===== config.mk =====
export PLATFORM = sky130hd
export DESIGN_NAME = exdac_top
export DESIGN_NICKNAME = d
export VERILOG_FILES = /design/src/common/exdac_pkg.sv /design/src/common/exdac_wave_if.sv /design/src/rtl/exdac_top.sv /design/src/rtl/exdac_wavegen.sv
export SDC_FILE = /design/constraint.sdc
export NUM_CORES = 1
export LEC_CHECK = 0
export BUFFER_PORTS_ARGS = -buffer_cell sky130_fd_sc_hd__buf_2
export CELL_PAD_IN_SITES_DETAIL_PLACEMENT = 0
export CELL_PAD_IN_SITES_GLOBAL_PLACEMENT = 1
export CORE_MARGIN = 8
export CORE_UTILIZATION = 40
export CTS_BUF_LIST = sky130_fd_sc_hd__clkbuf_2 sky130_fd_sc_hd__clkbuf_4 sky130_fd_sc_hd__clkbuf_8
export DETAILED_ROUTE_END_ITERATION = 16
export MAX_ROUTING_LAYER = met4
export PLACE_DENSITY = 0.7
export SYNTH_ARGS = -nofsm -noshare
export SYNTH_HDL_FRONTEND = slang
export SYNTH_SLANG_ARGS = --single-unit

===== constraint.sdc =====
create_clock -name I_CLK_SYS -period 21.8 [get_ports I_CLK_SYS]
set_input_delay 1.09 -clock I_CLK_SYS [delete_from_list [all_inputs] [get_ports I_CLK_SYS]]
set_output_delay 1.09 -clock I_CLK_SYS [all_outputs]
set_load 0.02 [all_outputs]

===== src/common/exdac_pkg.sv =====
// Package of register map, field layout and timing constants for the DAC.
package exdac_pkg;
  localparam int          ADDR_W          = 16;
  localparam int          CODE_W          = 12;
  // Register byte addresses.
  localparam logic [15:0] ADDR_DAC_CFG    = 16'h2010;
  localparam logic [15:0] ADDR_DAC_CODE   = 16'h2048;
  localparam logic [15:0] ADDR_PWR_BW     = 16'h2100;
  localparam logic [15:0] ADDR_SRC_CTRL   = 16'h2104;
  localparam logic [15:0] ADDR_WG_FREQ    = 16'h2108;
  localparam logic [15:0] ADDR_WG_LEVEL   = 16'h210c;
  localparam logic [15:0] ADDR_WG_PHASE   = 16'h2110;
  localparam logic [15:0] ADDR_STATUS     = 16'h2114;
  // Reset values.
  localparam logic [12:0] DAC_CFG_RST     = 13'h001e;
  localparam logic [11:0] DAC_CODE_RST    = 12'h800;
  localparam logic [3:0]  PWR_BW_RST      = 4'h4;
  localparam logic [3:0]  SRC_CTRL_RST    = 4'h8;
  localparam logic [10:0] WG_AMP_RST      = 11'h000;
  // Field positions.
  localparam int          CFG_ATTEN_BIT   = 0;
  localparam int          CFG_RATE_LSB    = 1;
  localparam int          CFG_RATE_MSB    = 8;
  localparam int          CFG_GAIN_BIT    = 12;
  localparam int          PB_HIPWR_BIT    = 0;
  localparam int          PB_FILT_LSB     = 2;
  localparam int          PB_FILT_MSB     = 3;
  localparam int          SC_SRC_BIT      = 0;
  localparam int          SC_WAVE_LSB     = 1;
  localparam int          SC_WAVE_MSB     = 2;
  localparam int          SC_CLKEN_BIT    = 3;
  localparam int          LV_OFS_LSB      = 16;
  // Code limits of the DAC string.
  localparam logic [11:0] CODE_MID        = 12'h800;
  localparam logic [11:0] CODE_MIN        = 12'h200;
  localparam logic [11:0] CODE_MAX        = 12'he00;
  // ADC sample divider from analog clock: 16 MHz / 800 kSPS.
  localparam int          ACLK_LP_HZ      = 16_000_000;
  localparam int          ADC_LP_SPS      = 800_000;
  localparam logic [4:0]  ADC_DIV         = 5'(ACLK_LP_HZ / ADC_LP_SPS);
  typedef enum logic [1:0] {
    WAVE_SINE   = 2'b00,
    WAVE_TRAP   = 2'b01,
    WAVE_SQUARE = 2'b10
  } exdac_wave_t;
  typedef enum logic [1:0] {
    APB_IDLE  = 2'b00,
    APB_READY = 2'b01
  } exdac_apb_t;
endpackage : exdac_pkg


===== src/common/exdac_wave_if.sv =====
// Interface between the DAC controller and its waveform generator.
`timescale 1ns/100ps
interface exdac_wave_if;
  logic        enable;
  logic        tick;
  logic [1:0]  wave;
  logic [15:0] freq;
  logic [15:0] phase;
  logic [10:0] amp;
  logic [11:0] ofs;
  logic [11:0] code;
  modport ctl (output enable, tick, wave, freq, phase, amp, ofs,
               input code);
  modport gen (input enable, tick, wave, freq, phase, amp, ofs,
               output code);
endinterface : exdac_wave_if


===== src/rtl/exdac_top.sv =====
// Excitation DAC controller: APB registers, update divider, code source.
`timescale 1ns/100ps
module exdac_top (
  input  wire logic        I_CLK_SYS,      // System clock, 200 MHz.
  input  wire logic        I_NRST,         // Asynchronous reset, low.
  input  wire logic [15:0] I_PADDR,        // APB address.
  input  wire logic        I_PSEL,         // APB select.
  input  wire logic        I_PENABLE,      // APB enable.
  input  wire logic        I_PWRITE,       // APB direction.
  input  wire logic [31:0] I_PWDATA,       // APB write data.
  input  wire logic        I_ACLK_TICK,    // One pulse per analog clock.
  input  wire logic        I_HIBERNATE,    // Device is in hibernate.
  output logic      [31:0] O_PRDATA,       // APB read data.
  output logic             O_PREADY,       // APB ready.
  output logic             O_PSLVERR,      // APB error, unmapped.
  output logic      [11:0] O_DAC_CODE,     // Code to the DAC string.
  output logic             O_DAC_UPDATE,   // Pulse when code updates.
  output logic             O_ADC_SAMPLE,   // Pulse per ADC sample.
  output logic             O_DAC_CLK_EN,   // Gate for DAC clocks.
  output logic             O_HIGH_POWER,   // High power mode select.
  output logic      [1:0]  O_FILTER_SEL,   // Reconstruction filter.
  output logic             O_ATTEN_EN,     // Attenuator, gain 0.2.
  output logic             O_AMP_GAIN_SEL  // Amplifier gain 0.25.
);
  typedef struct packed {
    exdac_pkg::exdac_apb_t st;
    logic        pready;
    logic        pslverr;
    logic [31:0] prdata;
    logic [12:0] dac_cfg;
    logic [11:0] dac_code;
    logic [3:0]  pwr_bw;
    logic [3:0]  src_ctrl;
    logic [15:0] wg_freq;
    logic [11:0] wg_ofs;
    logic [10:0] wg_amp;
    logic [15:0] wg_phase;
    logic [7:0]  div_cnt;
    logic [4:0]  adc_cnt;
    logic        upd;
    logic        adc;
    logic [11:0] out_code;
    logic        clk_en;
  } exdac_state_t;

  exdac_state_t s_q, s_d;
  exdac_wave_if wv ();
  logic         clk_run;
  logic         aclk;
  logic [7:0]   rate_eff;
  logic         fire;
  logic         setup;
  logic         commit;

  function automatic logic [11:0] clamp_code(input logic [11:0] c);
    if (c < exdac_pkg::CODE_MIN)
      return exdac_pkg::CODE_MIN;
    else if (c > exdac_pkg::CODE_MAX)
      return exdac_pkg::CODE_MAX;
    return c;
  endfunction : clamp_code

  assign clk_run  = s_q.src_ctrl[exdac_pkg::SC_CLKEN_BIT] && !I_HIBERNATE;
  assign aclk     = I_ACLK_TICK && clk_run;
  assign rate_eff = (s_q.dac_cfg[exdac_pkg::CFG_RATE_MSB:
                                 exdac_pkg::CFG_RATE_LSB] == 8'h00) ? 8'h01
                  : s_q.dac_cfg[exdac_pkg::CFG_RATE_MSB:
                                exdac_pkg::CFG_RATE_LSB];
  assign fire     = aclk && (8'(s_q.div_cnt + 8'h01) >= rate_eff);
  assign setup    = I_PSEL && !I_PENABLE && (s_q.st == exdac_pkg::APB_IDLE);
  assign commit   = I_PSEL && I_PENABLE && (s_q.st == exdac_pkg::APB_READY);

  assign wv.enable = s_q.src_ctrl[exdac_pkg::SC_SRC_BIT] && clk_run;
  assign wv.tick   = fire;
  assign wv.wave   = s_q.src_ctrl[exdac_pkg::SC_WAVE_MSB:
                                  exdac_pkg::SC_WAVE_LSB];
  assign wv.freq   = s_q.wg_freq;
  assign wv.phase  = s_q.wg_phase;
  assign wv.amp    = s_q.wg_amp;
  assign wv.ofs    = s_q.wg_ofs;

  exdac_wavegen u_gen (
    .i_clk  (I_CLK_SYS),
    .i_nrst (I_NRST),
    .wv     (wv.gen)
  );

  always_comb begin
    s_d        = s_q;
    s_d.upd    = 1'b0;
    s_d.adc    = 1'b0;
    s_d.clk_en = clk_run;
    // Zero-wait APB: ready rises in the first access cycle.
    case (s_q.st)
      exdac_pkg::APB_IDLE: begin
        if (setup) begin
          s_d.st      = exdac_pkg::APB_READY;
          s_d.pready  = 1'b1;
          s_d.pslverr = 1'b0;
          s_d.prdata  = 32'h0000_0000;
          case (I_PADDR)
            exdac_pkg::ADDR_DAC_CFG:  s_d.prdata = 32'(s_q.dac_cfg);
            exdac_pkg::ADDR_DAC_CODE: s_d.prdata = 32'(s_q.dac_code);
            exdac_pkg::ADDR_PWR_BW:   s_d.prdata = 32'(s_q.pwr_bw);
            exdac_pkg::ADDR_SRC_CTRL: s_d.prdata = 32'(s_q.src_ctrl);
            exdac_pkg::ADDR_WG_FREQ:  s_d.prdata = 32'(s_q.wg_freq);
            exdac_pkg::ADDR_WG_LEVEL:
              s_d.prdata = {4'h0, s_q.wg_ofs, 5'h00, s_q.wg_amp};
            exdac_pkg::ADDR_WG_PHASE: s_d.prdata = 32'(s_q.wg_phase);
            exdac_pkg::ADDR_STATUS:
              s_d.prdata = 32'({s_q.clk_en, s_q.out_code});
            default:                  s_d.pslverr = 1'b1;
          endcase
        end
      end
      exdac_pkg::APB_READY: begin
        if (commit) begin
          s_d.st      = exdac_pkg::APB_IDLE;
          s_d.pready  = 1'b0;
          s_d.pslverr = 1'b0;
          if (I_PWRITE) begin
            case (I_PADDR)
              exdac_pkg::ADDR_DAC_CFG:  s_d.dac_cfg  = I_PWDATA[12:0];
              exdac_pkg::ADDR_DAC_CODE: s_d.dac_code = I_PWDATA[11:0];
              exdac_pkg::ADDR_PWR_BW:   s_d.pwr_bw   = I_PWDATA[3:0];
              exdac_pkg::ADDR_SRC_CTRL: s_d.src_ctrl = I_PWDATA[3:0];
              exdac_pkg::ADDR_WG_FREQ:  s_d.wg_freq  = I_PWDATA[15:0];
              exdac_pkg::ADDR_WG_LEVEL: begin
                s_d.wg_amp = I_PWDATA[10:0];
                s_d.wg_ofs = I_PWDATA[exdac_pkg::LV_OFS_LSB +: 12];
              end
              exdac_pkg::ADDR_WG_PHASE: s_d.wg_phase = I_PWDATA[15:0];
              default: ;
            endcase
          end
        end
      end
      default: begin
        s_d.st     = exdac_pkg::APB_IDLE;
        s_d.pready = 1'b0;
      end
    endcase
    if (aclk) begin
      s_d.div_cnt = fire ? 8'h00 : 8'(s_q.div_cnt + 8'h01);
      if (s_q.adc_cnt == 5'(exdac_pkg::ADC_DIV - 5'h01)) begin
        s_d.adc_cnt = 5'h00;
        s_d.adc     = 1'b1;
      end else begin
        s_d.adc_cnt = 5'(s_q.adc_cnt + 5'h01);
      end
    end
    if (fire) begin
      s_d.upd      = 1'b1;
      s_d.out_code = s_q.src_ctrl[exdac_pkg::SC_SRC_BIT] ? wv.code
                   : clamp_code(s_q.dac_code);
    end
  end

  always_ff @(posedge I_CLK_SYS or negedge I_NRST) begin
    if (!I_NRST) begin
      s_q          <= '0;
      s_q.st       <= exdac_pkg::APB_IDLE;
      s_q.dac_cfg  <= exdac_pkg::DAC_CFG_RST;
      s_q.dac_code <= exdac_pkg::DAC_CODE_RST;
      s_q.pwr_bw   <= exdac_pkg::PWR_BW_RST;
      s_q.src_ctrl <= exdac_pkg::SRC_CTRL_RST;
      s_q.wg_amp   <= exdac_pkg::WG_AMP_RST;
      s_q.wg_ofs   <= exdac_pkg::CODE_MID;
      s_q.out_code <= exdac_pkg::CODE_MID;
    end else begin
      s_q <= s_d;
    end
  end

  assign O_PRDATA       = s_q.prdata;
  assign O_PREADY       = s_q.pready;
  assign O_PSLVERR      = s_q.pslverr;
  assign O_DAC_CODE     = s_q.out_code;
  assign O_DAC_UPDATE   = s_q.upd;
  assign O_ADC_SAMPLE   = s_q.adc;
  assign O_DAC_CLK_EN   = s_q.clk_en;
  assign O_HIGH_POWER   = s_q.pwr_bw[exdac_pkg::PB_HIPWR_BIT];
  assign O_FILTER_SEL   = s_q.pwr_bw[exdac_pkg::PB_FILT_MSB:
                                     exdac_pkg::PB_FILT_LSB];
  assign O_ATTEN_EN     = s_q.dac_cfg[exdac_pkg::CFG_ATTEN_BIT];
  assign O_AMP_GAIN_SEL = s_q.dac_cfg[exdac_pkg::CFG_GAIN_BIT];
endmodule : exdac_top


===== src/rtl/exdac_wavegen.sv =====
// Phase-accumulator waveform generator for sine, trapezoid and square.
`timescale 1ns/100ps
module exdac_wavegen (
  input wire logic i_clk,   // System clock.
  input wire logic i_nrst,  // Asynchronous reset, active low.
  exdac_wave_if.gen wv      // Settings in, generated code out.
);
  typedef struct packed {
    logic [15:0] acc;
    logic [11:0] code;
  } exdac_gen_t;
  exdac_gen_t s_q, s_d;
  logic [15:0] p;
  logic [14:0] x;
  logic [29:0] prod;
  logic [13:0] tri_v;
  logic [11:0] shape;
  logic [22:0] mag;
  logic [13:0] val;
  logic        sine;

  always_comb begin
    s_d  = s_q;
    sine = (wv.wave == exdac_pkg::WAVE_SINE);
    // Phase and offset adjust only the sine shape.
    p     = sine ? 16'(s_q.acc + wv.phase) : s_q.acc;
    x     = p[14:0];
    prod  = 30'(x) * 30'(15'h7fff - x);
    tri_v = p[14] ? ~p[13:0] : p[13:0];
    case (wv.wave)
      exdac_pkg::WAVE_SINE:   shape = prod[28:17];
      exdac_pkg::WAVE_TRAP:   shape = tri_v[13] ? exdac_pkg::CODE_MID
                                              : {1'b0, tri_v[12:2]};
      exdac_pkg::WAVE_SQUARE: shape = exdac_pkg::CODE_MID;
      default:                shape = 12'h000;
    endcase
    // Amplitude of 0x600 reaches the code limits; the clamp keeps
    // larger settings inside the DAC string.
    mag = 23'(shape) * 23'(wv.amp);
    val = 14'(sine ? wv.ofs : exdac_pkg::CODE_MID);
    val = p[15] ? 14'(val - 14'(mag[22:11])) : 14'(val + 14'(mag[22:11]));
    if (!wv.enable) begin
      s_d.acc  = 16'h0000;
      s_d.code = exdac_pkg::CODE_MID;
    end else if (wv.tick) begin
      s_d.acc = 16'(s_q.acc + wv.freq);
      if (val[13])
        s_d.code = exdac_pkg::CODE_MIN;
      else if (val < 14'(exdac_pkg::CODE_MIN))
        s_d.code = exdac_pkg::CODE_MIN;
      else if (val > 14'(exdac_pkg::CODE_MAX))
        s_d.code = exdac_pkg::CODE_MAX;
      else
        s_d.code = val[11:0];
    end
  end

  always_ff @(posedge i_clk or negedge i_nrst) begin
    if (!i_nrst) begin
      s_q <= '{acc: 16'h0000, code: exdac_pkg::CODE_MID};
    end else begin
      s_q <= s_d;
    end
  end

  assign wv.code = s_q.code;
endmodule : exdac_wavegen


-- Yosys cells after proc, flatten, opt, wreduce, memory -nomap -nowiden
Index checks and enable logic that the tools add are counted.
- add/subtract/negate cells: 7
- multiply operators: 2
- order comparisons: 5
- eq/ne operators: 15
- multiplexer cells: 30
- bitwise operators: 1
- reduce and logical (&&, ||, !) cells: 25
- operators with widths (cell ; count):
    $pmux W28 S8 ; 1
    $eq A16 B14 Y1 const B ; 8
    $mux W12 ; 9
    $mux W28 ; 2
    $mux W36 ; 1
    $pmux W12 S3 ; 1
    $add A16 B16 Y16 ; 2
    $mul A15 B30 Y29 ; 1
    $mux W14 ; 2
    $reduce_and A4 Y1 ; 7
    $mul A12 B11 Y23 ; 1
    $mux W16 ; 1
    $mux W8 ; 2
    $sub A15 B15 Y16 const A ; 1
    $add A14 B12 Y14 ; 1
    $gt A14 B12 Y1 const B ; 1
    $lt A14 B10 Y1 const B ; 1
    $not A14 Y14 ; 1
    $sub A14 B12 Y14 ; 1
    $gt A12 B12 Y1 const B ; 1
    $lt A12 B10 Y1 const B ; 1
    $add A8 B1 Y8 const B ; 1
    $ge A8 B8 Y1 ; 1
    $logic_and A1 B1 Y1 ; 8
    other kinds (17) ; 29
- register bits after elaboration: 180
- bits of input ports: 55
- output and inout port bits: 54
- logic and storage cells: 105

-- Longest topological paths before layout
- word-level depth: 15
- depth in mapped cells: 73
- mapped depth without buffers: 71

-- Hierarchy
A second synthesis with hierarchy kept.
- cell total of the unflattened synthesis: 2493
- area, all modules: 23063.4 sq um
- modules (own cells, without submodules) (module ; instances ; cells an instance ; area an instance (sq um) ; sequential area each (sq um)):
    exdac_wavegen ; 1 ; 1873 ; 15738.8 ; 701.9
    exdac_top ; 1 ; 620 ; 7324.5 ; 3664.8

-- Worst setup path after synthesis
OpenSTA, ideal clock, no wires.
- kind: flip-flop to flip-flop
- start: register u_gen.s_q[12] in the netlist's numbering
- end: register u_gen.s_q, in the netlist u_gen.wv.code[0]
- library setup time: 0.122 ns
- arrival time: 16.437 ns
- required time: 21.678 ns
- setup slack: 5.242 ns
- stages on the path, launching flop included: 72
- path buffers: 3
- period minus slack after synthesis: 16.558 ns
- path through: dfrtp_1 > ha_1 > fa_1 > a21o_1 > a21oi_1 > o21bai_1 > a21oi_1 > o21bai_1 > a21oi_1 > o21bai_1 > a21oi_1 > o21bai_1 > a21oi_1 > o21bai_1 > a2111o_1 > nand3_1 > inv_1 > nor2_1 > [36 not listed] > o2111ai_1 > a21o_1 > or3_1 > a31oi_1 > nor2_1 > a21oi_1 > xnor2_1 > inv_1 > ha_1 > nor2b_1 > nand3_1 > a311oi_1 > a311oi_1 > o211ai_2 > nor2_1 > o311a_1 > buf_4 > a32o_1
- word-level cells in the longest chain between the ends: 15
- elaborated cells between the ends (all ways): 19
- classes of those cells: add/sub (4); mul (2); order compare (2); mux (10); bitwise (1)
- ends and longest elaborated chain (what ; RTL line ; RTL):
    start: declaration ; exdac_wavegen.sv:12 ; exdac_gen_t s_q, s_d;
    start signal: assignment ; exdac_wavegen.sv:60 ; s_q <= '{acc: 16'h0000, code: exdac_pkg::CODE_MID};
    $add A16 B16 Y16 ; exdac_wavegen.sv:26 ; p = sine ? 16'(s_q.acc + wv.phase) : s_q.acc;
    $mux W16 (*) ; exdac_wavegen.sv:26 ;
    branches (longest 6 deep; another with $mul A15 B30 Y29) ; - ;
    $mux W14 (*) ; exdac_wavegen.sv:41 ; val = p[15] ? 14'(val - 14'(mag[22:11])) : 14'(val + 14'(mag[22:11]));
    $gt A14 B12 Y1 ; exdac_wavegen.sv:51 ; else if (val > 14'(exdac_pkg::CODE_MAX))
    $mux W12 ; exdac_wavegen.sv:51 ;
    $mux W12 ; exdac_wavegen.sv:49 ; else if (val < 14'(exdac_pkg::CODE_MIN))
    $mux W12 (*) ; exdac_wavegen.sv:47 ; if (val[13])
    $mux W28 (*) ; exdac_wavegen.sv:45 ; end else if (wv.tick) begin
    $mux W28 (*) ; exdac_wavegen.sv:42 ; if (!wv.enable) begin
Mark *: on every way between the ends. The select of a mux whose other input is x is not followed.
A chain may end at the register's enable or synchronous reset.

-- Final worst setup path
- start: register s_q, in the netlist wv.phase[0]
- end: register u_gen.s_q, in the netlist u_gen.wv.code[5]
- word-level cells in the longest chain between the ends: 15
- elaborated cells between the ends (all ways): 19
- classes of those cells: add/sub (4); mul (2); order compare (2); mux (10); bitwise (1)
- ends and longest elaborated chain (what ; RTL line ; RTL):
    start: declaration ; exdac_top.sv:46 ; exdac_state_t s_q, s_d;
    $add A16 B16 Y16 (*) ; exdac_wavegen.sv:26 ;
    $mux W16 (*) ; exdac_wavegen.sv:26 ;
    branches (longest 6 deep; another with $mul A15 B30 Y29) ; - ;
    $mux W14 (*) ; exdac_wavegen.sv:41 ;
    $gt A14 B12 Y1 ; exdac_wavegen.sv:51 ;
    $mux W12 ; exdac_wavegen.sv:51 ;
    $mux W12 ; exdac_wavegen.sv:49 ;
    $mux W12 (*) ; exdac_wavegen.sv:47 ;
    $mux W28 (*) ; exdac_wavegen.sv:45 ;
    $mux W28 (*) ; exdac_wavegen.sv:42 ;
Marks and branches as above.

==> results.sh <==
export IMPL_p_int_mw=0.453
export IMPL_p_leak_nw=12.4
export IMPL_synth_distinct_cells=94
export IMPL_run_status="completed"
export IMPL_cap_violations=0
export IMPL_crit_path_start_kind="flip-flop"
export IMPL_htree_levels=4
export IMPL_ys_seq_elements=174
export IMPL_overflow=0
export IMPL_min_path_cells=2
export IMPL_wire_per_inst_microns=18.2
export IMPL_clkSlewWorstSetupHoldPaths_ps=100
export IMPL_critPathMostFrequentCell="fa_1"
export IMPL_synth_main_ff_cell="dfrtp_1"
export IMPL_critical_path_required_ps=22150
export IMPL_grt_usage=0.190
export IMPL_grt_pass1_wl_microns=94700
export IMPL_final_hold_violation_count=0
export IMPL_ios=109
export IMPL_die_h_microns=250
export IMPL_max_freq_mhz=53.6
export IMPL_setup_viol=0
export IMPL_n_antenna_cell=0
export IMPL_tightest_slew_ps=1100
export IMPL_cp_slowest_stage_delay_ps=700
export IMPL_synth_cells=2384
export IMPL_drt_pass1_iterations=6
export IMPL_fin_crit_ps=18650
export IMPL_die_w_microns=250
export IMPL_grt_max_degree=106
export IMPL_power_density_nw_per_um2=25.6
export IMPL_finClkSkew_ps=10.6
export IMPL_final_util=0.427
export IMPL_ys_warn_count=0
export IMPL_antenna_found_initial=0
export IMPL_syn_area_sq_um=21900
export IMPL_critPathBufInv=6
export IMPL_slew_headroom=0.263
export IMPL_critPathTopFamily="compound AO/OA/AOI/OAI gates"
export IMPL_core_area_sq_um=54700
export IMPL_wirelength_microns=56700
export IMPL_synth_most_common_cell="inv_1"
export IMPL_drive_above_1_share=0.123
export IMPL_p_switching_mw=0.144
export IMPL_ir_worst_vdd_mv=0.0379
export IMPL_crit_type="reg2reg"
export IMPL_end_kind="flip-flop"
export IMPL_cts_buffers=17
export IMPL_tritoncts="yes"
export IMPL_fin_nets=2949
export IMPL_cp_data_arrival_time_ps=19000
export IMPL_hpwl_microns=45100
export IMPL_period_share=0.855
export IMPL_synth_area_top_cells="fa_1, dfrtp_1, ha_1, inv_1, nand2_1"
export IMPL_synth_common_cells="inv_1, nand2_1, ha_1, fa_1, dfrtp_1"
export IMPL_slew_viol_final=0
export IMPL_hold_class="reg2reg"
export IMPL_ff2ff_path_depth=66
export IMPL_synth_top_area_cell="fa_1"
export IMPL_cp_max_fo=15
export IMPL_grt_pass1_vias=17854
export IMPL_rows=86
export IMPL_vias=16583
export IMPL_p_comb_frac=0.033
export IMPL_cts_sinks=174
export IMPL_initial_core_util=0.401
export IMPL_io_buffers=100
export IMPL_place_congestion=0.905
export IMPL_rsz0062_at_grt="no"
export IMPL_ys_seq_area_frac=0.199
export IMPL_area_delta_synth_final_pct=6.51
export IMPL_sw_frac_of_total=0.242
export IMPL_p_clk_frac=0.425
export IMPL_num_fill_cells=5379
export IMPL_ant_nets=0
export IMPL_async_reset_ff_frac=1.00
export IMPL_synth_area_per_cell_sq_um=9.20
export IMPL_setup_tns_ps=0
export IMPL_detail_route_vias_per_cell=5.32
export IMPL_postCtsHoldBufs=0
export IMPL_post_cts_resized=0
export IMPL_dieArea_sq_um=62600
export IMPL_root_buffer="clkbuf_8"
export IMPL_first_iter_violations=990
export IMPL_cp_num_cells=66
export IMPL_r2r_slack_ps=3150
export IMPL_synth_top_area_frac=0.219
export IMPL_cts_setup_buffers=0
export IMPL_insertion_delay_ps=470
export IMPL_seq_power_share=0.542
export IMPL_synth_edf_count=0
export IMPL_crit_path_top_delay_cell="o22ai_1"
export IMPL_drc=0
export IMPL_cts_buffer_depth=2
-- cells in the final DEF, fill, tap and decap left out, types with 7 or more instances in the layout --
master and count:
a211oi_1 11, a21o_1 21, a21oi_1 77, a222oi_1 23, a22o_1 29, a22oi_1 13
a31oi_1 12, a32o_1 9, and2_1 75, and3_1 10, buf_2 99, buf_4 34
clkbuf_8 19, dfrtp_1 164, dfstp_2 10, fa_1 240, ha_1 254, inv_1 368
mux2_2 83, mux2i_1 9, nand2_1 273, nand2b_1 23, nand3_1 15, nand4_1 11
nor2_1 161, nor2b_1 32, nor3_1 25, nor4_1 7, o21a_1 9, o21ai_0 70
o21ai_1 7, o21bai_1 22, xnor2_1 48, xor2_1 21
-- worst paths after layout --
path	start	to
worst max-delay path	wv.phase[0]	u_gen.wv.code[5]
worst min-delay path	O_PRDATA[20]	O_PRDATA[20]
worst max register to register	wv.phase[0]	u_gen.wv.code[5]
worst min register to register	O_PRDATA[20]	O_PRDATA[20]
max in group asynchronous	I_NRST	O_PRDATA[18]
min in group asynchronous	I_NRST	s_q[24]
-- metal layers --
metal	wire length, microns	part of all wire	vias to the layer above	GRT usage
met5	0	0	-	-
met4	975	0.017	0	0.0412
met3	2230	0.039	56	0.0151
met2	27900	0.49	418	0.320
met1	25600	0.45	8301	0.250
li1	-	-	7808	-
-- area by class of cell --
cell class,instances,area [sq um],share of cell area
clock buffers,20,269,0.0115
clock inverters,12,178,0.00761
inverters,372,1400,0.0599
multi-input cells,1701,15500,0.664
flip-flops and latches,174,4370,0.187
well taps,704,881,0.0377
repair buffers,134,762,0.0326
-- state kept, by name, indices dropped and copies added (netlist names), 2 cells and up --
register and flops:
s_q 42, wv.phase 16, O_PRDATA 28, O_DAC_CODE 12, u_gen.wv.code 12, O_FILTER_SEL 2, wv.amp 11, u_gen.s_q 16
wv.freq 16, wv.ofs 12
-- worst register-to-register path: cells and delay by family (launching register included) --
kind                     cells  cell delay [ps]
adder cells (fa/ha/maj)     16             7260
AO/OA/AOI/OAI               32             7340
flip-flops                   1              460
XOR/XNOR                     3              440
buffers and inverters        6              780
AND/OR/NAND/NOR              9             2250
-- through the flow --
step | power (mW) | area [sq um] | hold WS (ps) | setup slack (ps) | cells
finish | 0.597 | 23400 | 494 | 3150 | 3117
global route | 0.618 | 23400 | 533 | 2080 | 3117
CTS | 0.602 | 23400 | 501 | 3160 | 3117
detailed placement | 0.350 | 22900 | 470 | 3260 | 3085
global placement | 0.350 | 22900 | 460 | 3340 | 3085
floorplan | 0.335 | 21900 | 438 | 5240 | 2387
-- power by group through the flow --
stage / combinational (mW) / sequential [mW] / clock, mW
after global routing: 0.0224 / 0.324 / 0.272
after floorplan: 0.00459 / 0.330 / 0
after detailed placement: 0.0205 / 0.330 / 0
final: 0.0200 / 0.324 / 0.253
after global placement: 0.0201 / 0.330 / 0
after CTS: 0.0205 / 0.324 / 0.258
-- kinds of logic after synthesis --
group	share of synthesized area
AND/OR/NAND/NOR	0.144
buffers and inverters	0.0959
adder cells (fa/ha/maj)	0.365
AO/OA/AOI/OAI	0.118
flip-flops	0.199
multiplexers	0.0474
XOR/XNOR	0.0300
other	0.000171
Power figures use the tool's default switching activity.
